`src/hdl/tdc_pkg.sv`:
```
/*
 * constants, state type and size decoders shared by the two-channel dma engine
 * assumes one 25 MHz clock domain for the engine and its buffer
 */
package tdc_pkg;
    localparam int NCH = 2;
    localparam int AW = 32;
    localparam int DW = 32;
    localparam int UW = 16;
    localparam int FIFO_DEPTH = 8;
    localparam real CLK_MHZ = 25.0;
    localparam logic [1:0] SIZ_8 = 2'h0;
    localparam logic [1:0] SIZ_16 = 2'h1;
    localparam logic [1:0] SIZ_32 = 2'h2;
    localparam logic [1:0] BW_25 = 2'h0;
    localparam logic [1:0] BW_50 = 2'h1;
    localparam logic [1:0] BW_75 = 2'h2;
    localparam logic [1:0] BW_100 = 2'h3;
    localparam logic [31:0] ADDR_RST = 32'h0000_0000;
    localparam logic [31:0] CNT_RST = 32'h0000_0000;
    localparam logic [31:0] DATA_RST = 32'h0000_0000;
    localparam logic [7:0] PACK_RST = 8'h00;
    localparam logic [1:0] SLOT_RST = 2'h0;

    // gray codes along idle, read, write, end
    typedef enum logic [1:0] {
        S_IDLE = 2'h0,
        S_RD = 2'h1,
        S_WR = 2'h3,
        S_END = 2'h2
    } tdc_state_t;

    function automatic logic [2:0] tdc_bytes(input logic [1:0] siz);
        case (siz)
            SIZ_8: tdc_bytes = 3'h1;
            SIZ_16: tdc_bytes = 3'h2;
            default: tdc_bytes = 3'h4;
        endcase
    endfunction : tdc_bytes

    // dual-address ports are 8 or 16 bits wide only
    function automatic logic [1:0] tdc_clamp(input logic [1:0] siz);
        tdc_clamp = (siz == SIZ_8) ? SIZ_8 : SIZ_16;
    endfunction : tdc_clamp
endpackage : tdc_pkg

```
`src/hdl/tdc_fifo.sv`:
```
/*
 * synchronous valid/ready fifo for the packed dual-address data path
 * assumes DEPTH is a power of two and one clock for both sides
 */
`timescale 1ns/1ps
module tdc_fifo #(
    parameter int W = 16,
    parameter int DEPTH = 8
) (
    input logic mclk,
    input logic rstn,
    input logic in_valid,
    output logic in_ready,
    input logic [W-1:0] in_data,
    output logic out_valid,
    input logic out_ready,
    output logic [W-1:0] out_data
);
    localparam int PW = $clog2(DEPTH);
    logic [W-1:0] mem [DEPTH];
    logic [PW:0] wp_q;
    logic [PW:0] rp_q;
    logic push;
    logic pop;

    // full when the pointers differ only in the wrap bit
    assign in_ready = (wp_q[PW] == rp_q[PW]) || (wp_q[PW-1:0] != rp_q[PW-1:0]);
    assign out_valid = wp_q != rp_q;
    assign out_data = mem[rp_q[PW-1:0]];
    assign push = in_valid && in_ready;
    assign pop = out_valid && out_ready;

    always_ff @(posedge mclk) begin
        if (push) begin
            mem[wp_q[PW-1:0]] <= in_data;
        end
    end

    always_ff @(posedge mclk or negedge rstn) begin
        if (!rstn) begin
            wp_q <= '0;
            rp_q <= '0;
        end else begin
            if (push) begin
                wp_q <= wp_q + 1'b1;
            end
            if (pop) begin
                rp_q <= rp_q + 1'b1;
            end
        end
    end
endmodule : tdc_fifo

```
`src/hdl/tdc_core.sv`:
```
/*
 * two-channel dma engine: per-channel programming, request handling,
 * single- and dual-address bus cycles, packing through a fifo
 * assumes a same-clock bus interface with grant and acknowledge, and
 * request pins from outside the clock domain
 */
// Contract
// - the two channels are programmed and run independently
// - each channel has its own request, acknowledge and done line
// - each channel selects single-address or dual-address operation
// - single-address drives one address; the peripheral moves the data
// - single-address transfers start only from an external request
// - single-address uses 32-bit addresses and 8, 16 or 32-bit data
// - dual-address reads the source then writes the destination
// - dual-address starts from internal or external request
// - dual-address uses 32-bit addresses with 8 or 16-bit data
// - independent port sizes; data packed or unpacked when they differ
// - address registers and counters are 32 bits
// - addresses increment or stay constant as programmed
// - external requests run in burst or cycle-steal mode
// - internal requests limited to 25, 50, 75 or 100 percent of bus
// - programmable interrupt on completion that holds the channel busy
// - bus requested during other cycles; dma cycle follows grant directly
// - every dma bus cycle is marked as dma-initiated
`timescale 1ns/1ps
module tdc_core import tdc_pkg::*; #(
    parameter int DEPTH = FIFO_DEPTH
) (
    input logic mclk,
    input logic rstn,
    input logic [NCH-1:0] ch_start,
    input logic [NCH-1:0] ch_dual,
    input logic [NCH-1:0] ch_ext,
    input logic [NCH-1:0] ch_burst,
    input logic [NCH-1:0] ch_sa_dst,
    input logic [NCH-1:0] ch_src_inc,
    input logic [NCH-1:0] ch_dst_inc,
    input logic [NCH-1:0] ch_int_en,
    input logic [NCH-1:0] ch_irq_clr,
    input logic [NCH-1:0][1:0] ch_src_siz,
    input logic [NCH-1:0][1:0] ch_dst_siz,
    input logic [NCH-1:0][AW-1:0] ch_src_addr,
    input logic [NCH-1:0][AW-1:0] ch_dst_addr,
    input logic [NCH-1:0][31:0] ch_count,
    input logic [1:0] bw_sel,
    output logic [NCH-1:0] ch_busy,
    output logic [NCH-1:0] ch_irq,
    input logic [NCH-1:0] dreq_n,
    output logic [NCH-1:0] dack_n,
    output logic [NCH-1:0] done_n,
    output logic bus_req,
    input logic bus_gnt,
    output logic bus_cyc,
    output logic bus_we,
    output logic [1:0] bus_siz,
    output logic [AW-1:0] bus_addr,
    output logic [DW-1:0] bus_wdata,
    input logic [DW-1:0] bus_rdata,
    input logic bus_ack,
    output logic bus_dma_mark
);
    tdc_state_t st_q;
    logic cur_q;
    logic cyc_q;
    logic bus_we_q;
    logic [1:0] bus_siz_q;
    logic [AW-1:0] bus_addr_q;
    logic [DW-1:0] bus_wdata_q;
    logic rsub_q;
    logic wsub_q;
    logic [7:0] pack_q;
    logic [1:0] slot_q;
    logic [AW-1:0] src_q [NCH];
    logic [AW-1:0] dst_q [NCH];
    logic [31:0] rem_q [NCH];
    logic [31:0] rdr_q [NCH];
    logic act_q [NCH];
    logic irq_q [NCH];
    logic rq_m [NCH];
    logic rq_s [NCH];
    logic rq_p [NCH];
    logic steal_q [NCH];
    wire [2:0] sb [NCH];
    wire [2:0] db [NCH];
    wire [2:0] xb [NCH];
    wire [NCH-1:0] ack;
    wire [NCH-1:0] last;
    wire [NCH-1:0] fin;
    wire [NCH-1:0] want;
    logic u2, sb1, db1, unit_rd, need_rd, need, slot_ok, use_dst, go;
    logic f_iv, f_ir, f_ov, f_or;
    logic [UW-1:0] f_in;
    logic [UW-1:0] f_out;
    logic [UW-1:0] wdat;
    logic [1:0] siz_c;

    genvar g;
    generate
        for (g = 0; g < NCH; g++) begin : g_ch
            assign sb[g] = tdc_bytes(ch_dual[g] ? tdc_clamp(ch_src_siz[g]) : ch_src_siz[g]);
            assign db[g] = tdc_bytes(tdc_clamp(ch_dst_siz[g]));
            assign xb[g] = (st_q == S_WR) ? db[g] : sb[g];
            assign ack[g] = cyc_q && bus_ack && (cur_q == 1'(g));
            assign last[g] = ((st_q == S_WR) || !ch_dual[g]) && (rem_q[g] == {29'h0, xb[g]});
            assign fin[g] = ack[g] && last[g];
            // single-address never runs on an internal request
            assign want[g] = act_q[g] && (rdr_q[g] != 32'h0) &&
                (ch_ext[g] ? (ch_burst[g] ? rq_s[g] : steal_q[g]) : ch_dual[g]);
            assign dack_n[g] = !(cyc_q && cur_q == 1'(g));
            assign done_n[g] = !(cyc_q && cur_q == 1'(g) && last[g]);
            assign ch_busy[g] = act_q[g];
            assign ch_irq[g] = irq_q[g];

            // each channel keeps its own copy; the other channel never writes it
            always_ff @(posedge mclk or negedge rstn) begin
                if (!rstn) begin
                    src_q[g] <= ADDR_RST;
                    dst_q[g] <= ADDR_RST;
                    rem_q[g] <= CNT_RST;
                    rdr_q[g] <= CNT_RST;
                end else if (ch_start[g] && !act_q[g]) begin
                    src_q[g] <= ch_src_addr[g];
                    dst_q[g] <= ch_dst_addr[g];
                    rem_q[g] <= ch_count[g];
                    rdr_q[g] <= ch_count[g];
                end else if (ack[g]) begin
                    if ((st_q == S_WR) || (!ch_dual[g] && ch_sa_dst[g])) begin
                        if (ch_dst_inc[g]) begin
                            dst_q[g] <= dst_q[g] + {29'h0, xb[g]};
                        end
                    end else if (ch_src_inc[g]) begin
                        src_q[g] <= src_q[g] + {29'h0, xb[g]};
                    end
                    if (st_q == S_RD) begin
                        rdr_q[g] <= rdr_q[g] - {29'h0, xb[g]};
                    end
                    if ((st_q == S_WR) || !ch_dual[g]) begin
                        rem_q[g] <= rem_q[g] - {29'h0, xb[g]};
                    end
                end
            end

            // completion waits for software while the interrupt is pending
            always_ff @(posedge mclk or negedge rstn) begin
                if (!rstn) begin
                    act_q[g] <= 1'b0;
                    irq_q[g] <= 1'b0;
                end else begin
                    if (ch_start[g] && !act_q[g] && ch_count[g] != 32'h0) begin
                        act_q[g] <= 1'b1;
                    end else if ((fin[g] && !ch_int_en[g]) || (irq_q[g] && ch_irq_clr[g])) begin
                        act_q[g] <= 1'b0;
                    end
                    if (fin[g] && ch_int_en[g]) begin
                        irq_q[g] <= 1'b1;
                    end else if (ch_irq_clr[g]) begin
                        irq_q[g] <= 1'b0;
                    end
                end
            end

            always_ff @(posedge mclk or negedge rstn) begin
                if (!rstn) begin
                    rq_m[g] <= 1'b0;
                    rq_s[g] <= 1'b0;
                    rq_p[g] <= 1'b0;
                    steal_q[g] <= 1'b0;
                end else begin
                    rq_m[g] <= !dreq_n[g];
                    rq_s[g] <= rq_m[g];
                    rq_p[g] <= rq_s[g];
                    // a new request edge wins over the end-of-unit clear
                    if (rq_s[g] && !rq_p[g]) begin
                        steal_q[g] <= 1'b1;
                    end else if (st_q == S_END && cur_q == 1'(g)) begin
                        steal_q[g] <= 1'b0;
                    end
                end
            end
        end
    endgenerate

    assign u2 = (sb[cur_q] == 3'h2) || (db[cur_q] == 3'h2);
    assign sb1 = sb[cur_q] == 3'h1;
    assign db1 = db[cur_q] == 3'h1;
    assign unit_rd = !(u2 && sb1) || rsub_q;
    // a burst that drops its request still finishes the unit in flight
    assign need_rd = (rdr_q[cur_q] != 32'h0) && f_ir &&
        (rsub_q || !ch_ext[cur_q] || !ch_burst[cur_q] || rq_s[cur_q]);
    assign need = (st_q == S_RD) ? (ch_dual[cur_q] ? need_rd : 1'b1) : ((st_q == S_WR) && f_ov);
    assign slot_ok = ch_ext[cur_q] || (slot_q <= bw_sel);
    assign bus_req = need && !cyc_q && slot_ok;
    assign go = bus_req && bus_gnt;
    assign use_dst = (st_q == S_WR) || (!ch_dual[cur_q] && ch_sa_dst[cur_q]);
    assign siz_c = (st_q == S_WR) ? tdc_clamp(ch_dst_siz[cur_q]) :
        (ch_dual[cur_q] ? tdc_clamp(ch_src_siz[cur_q]) : ch_src_siz[cur_q]);
    // big-endian packing: first byte read lands in the upper half
    assign f_in = sb1 ? {pack_q, bus_rdata[7:0]} : bus_rdata[15:0];
    assign f_iv = (st_q == S_RD) && ch_dual[cur_q] && ack[cur_q] && unit_rd;
    assign f_or = (st_q == S_WR) && cyc_q && bus_ack && (!(u2 && db1) || wsub_q);
    assign wdat = !db1 ? f_out : {8'h00, (u2 && !wsub_q) ? f_out[15:8] : f_out[7:0]};
    assign bus_cyc = cyc_q;
    assign bus_we = bus_we_q;
    assign bus_siz = bus_siz_q;
    assign bus_addr = bus_addr_q;
    assign bus_wdata = bus_wdata_q;
    assign bus_dma_mark = cyc_q;

    tdc_fifo #(
        .W(UW),
        .DEPTH(DEPTH)
    ) u_fifo (
        .mclk(mclk),
        .rstn(rstn),
        .in_valid(f_iv),
        .in_ready(f_ir),
        .in_data(f_in),
        .out_valid(f_ov),
        .out_ready(f_or),
        .out_data(f_out)
    );

    // four-slot window: the share code is the last slot an internal channel may use
    always_ff @(posedge mclk or negedge rstn) begin
        if (!rstn) begin
            slot_q <= SLOT_RST;
        end else begin
            slot_q <= slot_q + 2'h1;
        end
    end

    always_ff @(posedge mclk or negedge rstn) begin
        if (!rstn) begin
            st_q <= S_IDLE;
            cur_q <= 1'b0;
        end else begin
            case (st_q)
                S_IDLE: begin
                    if (|want) begin
                        st_q <= S_RD;
                        cur_q <= want[!cur_q] ? !cur_q : cur_q;
                    end
                end
                S_RD: begin
                    if (!ch_dual[cur_q]) begin
                        if (ack[cur_q]) begin
                            st_q <= S_END;
                        end
                    end else if (cyc_q) begin
                        if (f_iv && ch_ext[cur_q] && !ch_burst[cur_q]) begin
                            st_q <= S_WR;
                        end
                    end else if (!need_rd) begin
                        st_q <= f_ov ? S_WR : S_END;
                    end
                end
                S_WR: begin
                    if (!cyc_q && !f_ov) begin
                        st_q <= S_END;
                    end
                end
                S_END: st_q <= S_IDLE;
                default: st_q <= S_IDLE;
            endcase
        end
    end

    always_ff @(posedge mclk or negedge rstn) begin
        if (!rstn) begin
            rsub_q <= 1'b0;
            wsub_q <= 1'b0;
            pack_q <= PACK_RST;
        end else if (st_q == S_IDLE) begin
            rsub_q <= 1'b0;
            wsub_q <= 1'b0;
        end else if (cyc_q && bus_ack) begin
            if (st_q == S_RD) begin
                pack_q <= bus_rdata[7:0];
                if (u2 && sb1) begin
                    rsub_q <= !rsub_q;
                end
            end
            if (st_q == S_WR && u2 && db1) begin
                wsub_q <= !wsub_q;
            end
        end
    end

    always_ff @(posedge mclk or negedge rstn) begin
        if (!rstn) begin
            cyc_q <= 1'b0;
            bus_we_q <= 1'b0;
            bus_siz_q <= SIZ_8;
            bus_addr_q <= ADDR_RST;
            bus_wdata_q <= DATA_RST;
        end else if (go) begin
            cyc_q <= 1'b1;
            bus_we_q <= use_dst;
            bus_siz_q <= siz_c;
            bus_addr_q <= use_dst ? dst_q[cur_q] : src_q[cur_q];
            bus_wdata_q <= {16'h0000, wdat};
        end else if (bus_ack) begin
            cyc_q <= 1'b0;
        end
    end
endmodule : tdc_core

```
`config.mk`:
```
export PLATFORM = sky130hd
export DESIGN_NAME = tdc_core
export DESIGN_NICKNAME = d
export VERILOG_FILES = /design/src/hdl/tdc_pkg.sv /design/src/hdl/tdc_fifo.sv /design/src/hdl/tdc_core.sv
export SDC_FILE = /design/constraint.sdc
export NUM_CORES = 1
export LEC_CHECK = 0
export BUFFER_PORTS_ARGS = -buffer_cell sky130_fd_sc_hd__buf_4
export CAP_MARGIN = 20
export CORE_ASPECT_RATIO = 0.9
export CORE_MARGIN = 10
export CORE_UTILIZATION = 44
export DETAILED_ROUTE_END_ITERATION = 16
export PLACE_DENSITY = 0.62
export SYNTH_ARGS = -nofsm -noshare
export SYNTH_HDL_FRONTEND = slang
export SYNTH_SLANG_ARGS = --single-unit
export TNS_END_PERCENT = 100
```
`constraint.sdc`:
```
create_clock -name mclk -period 7.1 [get_ports mclk]
set_input_delay 1.42 -clock mclk [delete_from_list [all_inputs] [get_ports mclk]]
set_output_delay 1.42 -clock mclk [all_outputs]
set_load 0.005 [all_outputs]
```
Word-level counts from Yosys, hierarchy flattened:

Memories as Yosys holds them, arrays and structs flattened.
Cells that the tools add are included.
Widths: inputs -> output; s select.

* equal/unequal tests: 23
* shift operators: 0
* mux-type cells: 120
* add/subtract/negate cells: 11
* div/mod/pow operators: 0
* bitwise gates (word level): 3
* multipliers: 0
* order comparisons: 4
* reduce and logical (&&, ||, !) cells: 146

Operator list (count)
* $mux 32: 38
* $reduce_bool 32->1: 5
* $add 32x3->32: 4
* $sub 32x3->32: 4
* $eq 32x3->1: 2
* $logic_and 1x1->1: 54
* $mux 1: 51
* $reduce_bool 2->1: 23
* $mux 16: 2
* $mux 2: 15
* $logic_not 1->1: 24
* $mux 3: 8
* $pmux 3 s2: 4
* $logic_not 2->1: 11
* $reduce_and 3->1: 7
* $logic_or 1x1->1: 15
* $reduce_and 2->1: 5
* $add 4x1->4 const B: 2
* $mux 8: 1
* $pmux 2 s4: 1
* $eq 2x1->1 const B: 3
* $eq 3x1->1 const B: 2
* $eq 3x2->1 const B: 2
* $ne 2x2->1 const B: 3
* other kinds (17): 21

* bits in read-only memories: 0
* output and inout bits: 78
* bits in writable memories: 128
* memories kept: 1
* latch bits: 0
* bits in registers: 343
* word-level logic and storage cells: 341
* input port bits: 258

Memory list
* u_fifo.mem: depth 8, width 16, read ports 1, clocked after memory_dff 0, write ports 1, RTL line tdc_fifo.sv:20 `logic [W-1:0] mem [DEPTH];`

Logic depth before layout (Yosys ltp):

* word-level depth: 20
* depth in mapped cells: 15
* mapped depth without buffers: 12

Modules after synthesis:

From an unflattened synthesis, not the netlist that was laid out.

* cell total of the unflattened synthesis: 2228
* area, all modules: 24596.1 µm²

By module, submodules not included
* tdc_core: sequential area each 8383.0 µm², cells each 1983, area an instance 19054.5 µm², times used 1
* tdc_fifo: sequential area each 4043.9 µm², cells each 245, area an instance 5541.6 µm², times used 1

Worst setup path before layout:

No wires, ideal clock.

* path kind: input -> register
* from: input ch_dst_siz[2] in the netlist's numbering
* to: memory u_fifo.mem[6][0], enable pin
* data required time: 6.687 ns
* setup time: 0.413 ns
* path buffers: 0
* stages on the path: 5
* slack: 2.770 ns
* arrival: 3.917 ns
* path through: nor3b_1 > a2111oi_0 > nor4_1 > nand2_1 > nor3b_1

* word-level cells in the longest chain between the ends: 16
* elaborated cells on any way between the ends: 17
* classes of those cells: eq/ne (2); mux (7); reduce/logical (8)

Ends and longest elaborated chain
* from (decl): RTL line tdc_core.sv:41 `input logic [NCH-1:0][1:0] ch_dst_siz,`
* $logic_not 2->1 (*): RTL line tdc_pkg.sv:43 `tdc_clamp = (siz == SIZ_8) ? SIZ_8 : SIZ_16;`
* $mux 1 (*): RTL line tdc_pkg.sv:43
* $eq 1x1->1 or $logic_not 2->1 (tied branches): RTL line tdc_pkg.sv:34 `case (siz)`
* $pmux 3 s2 (*): RTL line tdc_pkg.sv:34
* $mux 3 (implied by the code) (*) (3 in series): RTL line tdc_core.sv:183 `assign u2 = (sb[cur_q] == 3'h2) || (db[cur_q] == 3'h2);`
* $eq 3x2->1 (*): RTL line tdc_core.sv:183
* $logic_or 1x1->1 (*): RTL line tdc_core.sv:183
* $logic_and 1x1->1 (*): RTL line tdc_core.sv:186 `assign unit_rd = !(u2 && sb1) || rsub_q;`
* $logic_not 1->1 (*): RTL line tdc_core.sv:186
* $logic_or 1x1->1 (*): RTL line tdc_core.sv:186
* $logic_and 1x1->1 (*): RTL line tdc_core.sv:199 `assign f_iv = (st_q == S_RD) && ch_dual[cur_q] && ack[cur_q] && unit_rd;`
* $logic_and 1x1->1 (*): RTL line tdc_fifo.sv:30 `assign push = in_valid && in_ready;`
* $mux 1 (*): RTL line tdc_fifo.sv:34 `if (push) begin`
* $mux 1 (implied by the code) (*): RTL line tdc_fifo.sv:35 `mem[wp_q[PW-1:0]] <= in_data;`
* to (decl): RTL line tdc_fifo.sv:20

Every way passes the cells marked *; elsewhere a longest branch is shown, timed or not. The select of a mux whose other input is x is not followed.

Final worst setup path:

* from: register st_q[1]
* to: output done_n[0]

* word-level cells in the longest chain between the ends: 6
* elaborated cells on any way between the ends: 7
* classes of those cells: eq/ne (2); mux (1); reduce/logical (4)

Ends and longest elaborated chain
* from (decl): RTL line tdc_core.sv:62 `tdc_state_t st_q;`
* from (signal assigned): RTL line tdc_core.sv:254 `st_q <= f_ov ? S_WR : S_END;`
* $eq 2x2->1 (*): RTL line tdc_core.sv:102, tdc_core.sv:104
* $mux 3: RTL line tdc_core.sv:102 `assign xb[g] = (st_q == S_WR) ? db[g] : sb[g];`
* $eq 32x3->1: RTL line tdc_core.sv:104 `assign last[g] = ((st_q == S_WR) || !ch_dual[g]) && (rem_q[g] == {29'h0, xb[g]});`
* $logic_and 1x1->1 (*): RTL line tdc_core.sv:104
* $logic_and 1x1->1 (*): RTL line tdc_core.sv:110 `assign done_n[g] = !(cyc_q && cur_q == 1'(g) && last[g]);`
* $logic_not 1->1 (*): RTL line tdc_core.sv:110
* to (decl): RTL line tdc_core.sv:50 `output logic [NCH-1:0] done_n,`

Every way passes the cells marked *; elsewhere a longest branch is shown, timed or not.

==> results.md <==
- Counting every instance in the synthesized netlist gives 2337.
- Power spread over the standard cell area amounts to 379 nW/um^2.
- The worst register-to-register path begins at st_q[1].
- Port buffering added 303 buffers.
- The final number of hold-violating endpoints is 0.
- The detailed router placed 19000 vias in this run.
- The initial utilization of the core area, before any placement, comes to 44.7%.
- The placement-stage cell area is 27200 sq um.
- For this run, the detailed router's first-pass iteration total came to 5.
- Power comes to 0.0110 W.
- The flip-flop and latch count after synthesis is 471.
- The clock drives 471 sinks.
- Global routing used 22.0% of the available tracks.
- Of the cells placed in the final design, the portion with a size suffix greater than 1 is 19.2%.
- The count of H-tree levels built during CTS is 2.
- Once the clock tree was built, the resizer swapped 0 gates to a different size.
- At the pin with the least slew margin, the transition time is 1.10 ns.
- The yosys synthesis warning count is 0.
- The smallest clock period supported by the final layout is computed as 5.36 ns.
- TritonCTS built the clock tree.
- The top achievable clock speed is 187 MHz.
- The cell at the root of the clock tree is sky130_fd_sc_hd__clkbuf_16.
- The congestion estimate from routability-driven global placement came to 0.893.
- The most numerous cell on the critical path is sky130_fd_sc_hd__buf_4.
- The synthesized area divided by synthesized cell count is 10.4 sq um.
- The tightest slew margin relative to the limit is 26.4%.
- The cell with the largest stage delay on the worst path is sky130_fd_sc_hd__dfrtp_1.
- The primary flip-flop cell chosen by synthesis mapping is sky130_fd_sc_hd__dfrtp_1.
- The critical path goes through and2_2, or3_1, o31ai_1, buf_4, nand2b_1, ha_1, nand4b_1, nor4b_1, nand3_1, buf_4.
- Setup repair after global routing left no endpoint under its margin.
- The worst setup path is of the reg -> out kind.
- The flow ran to the end, and the final reports show no timing, DRC or antenna violations.
- The min-delay analysis places its worst path in the category reg -> reg.
- The TritonCTS buffer count is 52.
- The remaining antenna violation count after routing is 0.
- Along the worst path, the maximum fanout reaches 17.
- After clock tree synthesis, the clock-pin slew on the worst setup and hold paths is 0.06 ns.
- The number of hold buffers added after CTS is 0.
- The die is 243 um tall.
- The first global-routing pass estimated 113000 um of wire.
- The final worst clock skew is 0.0128 ns.
- In this run, the number of DRC markers left after iteration 0 of detailed routing was 1527.
- The final count of pins violating max slew is 0.
- After detailed routing, the number of remaining DRC violations is 0.
- The tool flagged a number of max-cap violations equal to 0.
- The core region is 54600 sq um.
- The maximum clock path buffer count is 3.
- In this run the horizontal extent of the chip is 268 um.
- The via count of the first global-routing pass is 19200.
- The worst setup path is captured at a primary output.
- The worst hold path was traced through 0 stages.
- The startpoint type of the worst setup path is a register.
- On the worst path, the slowest cell contributes a delay of 0.67 ns.
- Setup slack on the worst reg-to-reg path comes out at 2.59 ns.
- The end of the worst register-to-register path is dst_q[63].
- The synthesized design contains 128 enable-type register cells.
- The signed area change from the synthesized netlist to the final layout is 18.6%.
- The number of ports placed on the die boundary is 336.
- The maximum number of pins on one net before global-route repair is 150.
- The HPWL reported at the end of detailed placement is 53100 um.
- The number of antenna violations at the first check in global routing is 6.
- The floorplan step defined a die boundary enclosing 65300 sq um.
- The post-layout instance area is 28900 sq um.
- Counting distinct cell types in the post-synthesis netlist gives 87.
- Summed over all layers, the global routing overflow is 0.
- The post-synthesis sequential area ratio is 50.9%.
- The worst hold slack is 0.362 ns.
- In the final timing run, aggregate negative setup slack is 0 ns.
- STA puts the critical path data required time at 5.68 ns.
- The logic depth of the worst register-to-register path is 12.
- The final critical path takes up 75.4% of the cycle.
- VDD sags by at most 0.216 mV.
- Dividing the detail-routed via count by the number of cells gives 5.69.
- The setup-violating endpoint count in the final report is 0.
- For this block, the routed nets add up to 73400 um of wire.
- The number of placement rows is 81.
- The number of nets in the finished design is 2889.
- The number of setup buffers added after CTS is 0.
- The endpoint arrival time on the critical path is 3.94 ns.
- The clock reaches the later pin of the worst-skew pair after 0.60 ns.
- Summed over all cells, the static leakage comes to 10.9 nW.
- For hold timing, the worst endpoint is rq_s[1].
- The cell area that synthesis handed to floorplanning was 24400 sq um.
- After detailed routing, the average wire length per cell comes to 22.0 um.
- After synthesis, the share of flip-flops with an asynchronous set or reset is 72.8%.
- The timing startpoint of the critical path is st_q[1].
- The startpoint identified for the worst hold timing path is rq_m[1].
worst max-delay path, delay by kind of cell (launching register included):
family / cells / cell delay, ns
buffers and inverters: 2 / 0.36
AND/OR/NAND/NOR: 6 / 1.86
flip-flops: 1 / 0.67
adder cells (fa/ha/maj): 1 / 0.36
AO/OA/AOI/OAI: 1 / 0.08
metal layers:
metal	GRT usage, %	wire (um)
met5	0	36
met4	6.36	1890
met3	5.92	6100
met2	33.8	33000
met1	30.2	32400
cell usage after synthesis (46+ instances only):
| library cell | number | share of area, % |
|---|---|---|
| sky130_fd_sc_hd__mux2i_1 | 49 | 2.0 |
| sky130_fd_sc_hd__o21ai_0 | 162 | 3.3 |
| sky130_fd_sc_hd__nand2_1 | 292 | 4.5 |
| sky130_fd_sc_hd__mux2_1 | 49 | 2.3 |
| sky130_fd_sc_hd__nor2_1 | 155 | 2.4 |
| sky130_fd_sc_hd__xnor2_1 | 138 | 5.0 |
| sky130_fd_sc_hd__a21oi_1 | 140 | 2.9 |
| sky130_fd_sc_hd__dfrtp_1 | 343 | 35 |
| sky130_fd_sc_hd__xor2_1 | 109 | 3.9 |
| sky130_fd_sc_hd__nor4_1 | 46 | 1.2 |
| sky130_fd_sc_hd__clkbuf_1 | 88 | 1.4 |
| sky130_fd_sc_hd__nor3_1 | 68 | 1.4 |
| sky130_fd_sc_hd__nand3_1 | 52 | 1.1 |
| sky130_fd_sc_hd__edfxtp_1 | 128 | 16 |
per-stage QoR:
stage | cells | utilization (%) | setup slack (ns)
CTS | 3339 | 52.9 | 1.73
global route | 3341 | 53.0 | 1.50
floorplan | 2352 | - | 2.77
detailed placement | 3245 | 49.8 | 1.93
finish | 3344 | 53.0 | 1.74
global placement | 3245 | 49.8 | 1.92
area by class of cell:
cell class	count	area [sq um]
fill	4883	25700
sequential	471	12400
inverter	38	143
multi-input combinational	1710	11300
clock buffer	70	1450
tap	705	882
clock inverter	24	270
timing repair buffer	322	2440
antenna	4	10.0
sequential cells by signal, indices dropped and copies added, names as in the netlist, 8 cells and up:
register / count
src_q: 64
bus_wdata: 16
bus_addr: 32
rem_q: 64
dst_q: 64
u_fifo.mem: 128
rdr_q: 64
pack_q: 8
cells in the final DEF (no fill, tap or decap), types with 7 or more instances in the layout:
| cell | instances |
|---|---|
| sky130_fd_sc_hd__a21oi_1 | 140 |
| sky130_fd_sc_hd__a221oi_1 | 33 |
| sky130_fd_sc_hd__a22oi_1 | 16 |
| sky130_fd_sc_hd__a31oi_1 | 38 |
| sky130_fd_sc_hd__and2_1 | 8 |
| sky130_fd_sc_hd__and3_1 | 31 |
| sky130_fd_sc_hd__and4_1 | 8 |
| sky130_fd_sc_hd__buf_4 | 319 |
| sky130_fd_sc_hd__clkbuf_1 | 11 |
| sky130_fd_sc_hd__clkbuf_16 | 53 |
| sky130_fd_sc_hd__clkinv_2 | 9 |
| sky130_fd_sc_hd__conb_1 | 16 |
| sky130_fd_sc_hd__dfrtp_1 | 341 |
| sky130_fd_sc_hd__edfxtp_1 | 128 |
| sky130_fd_sc_hd__fa_1 | 8 |
| sky130_fd_sc_hd__ha_1 | 28 |
| sky130_fd_sc_hd__inv_1 | 38 |
| sky130_fd_sc_hd__mux2_1 | 49 |
| sky130_fd_sc_hd__mux2_2 | 25 |
| sky130_fd_sc_hd__mux2i_1 | 49 |
| sky130_fd_sc_hd__mux4_2 | 16 |
| sky130_fd_sc_hd__nand2_1 | 292 |
| sky130_fd_sc_hd__nand2b_1 | 12 |
| sky130_fd_sc_hd__nand3_1 | 52 |
| sky130_fd_sc_hd__nand3b_1 | 9 |
| sky130_fd_sc_hd__nand4_1 | 32 |
| sky130_fd_sc_hd__nand4b_1 | 8 |
| sky130_fd_sc_hd__nor2_1 | 151 |
| sky130_fd_sc_hd__nor2b_1 | 12 |
| sky130_fd_sc_hd__nor3_1 | 66 |
| sky130_fd_sc_hd__nor4_1 | 46 |
| sky130_fd_sc_hd__nor4_2 | 7 |
| sky130_fd_sc_hd__o211ai_1 | 9 |
| sky130_fd_sc_hd__o21ai_0 | 162 |
| sky130_fd_sc_hd__or2_2 | 9 |
| sky130_fd_sc_hd__or3_1 | 25 |
| sky130_fd_sc_hd__or4_1 | 12 |
| sky130_fd_sc_hd__xnor2_1 | 138 |
| sky130_fd_sc_hd__xor2_1 | 109 |
where the power goes:
group	switching [W]	total [W]	internal (W)
clock	0.00115	0.00276	0.00162
combinational	0.00179	0.00339	0.00160
sequential	0.00105	0.00480	0.00375
total	0.00399	0.0110	0.00697
cells by family after synthesis:
kind of cell    after synthesis  share of synthesized area, %
buf+inv                     171                          3.36
compound gates              442                          10.7
mux                         139                          6.90
flops                       471                          50.9
other cells                   1                        0.0154
fa+ha+maj                    36                          2.09
xor+xnor                    247                          8.87
simple gates                830                          17.2
how the worst max path moves through the flow:
stage                       end  slack, ns
2_1_floorplan  u_fifo.mem[6][0]       2.77
3_3_place_gp          done_n[0]       1.92
3_5_place_dp          done_n[0]       1.93
4_1_cts               done_n[0]       1.73
5_1_grt               done_n[0]       1.50
6_report              done_n[0]       1.74
Power figures use the tool's default switching activity.
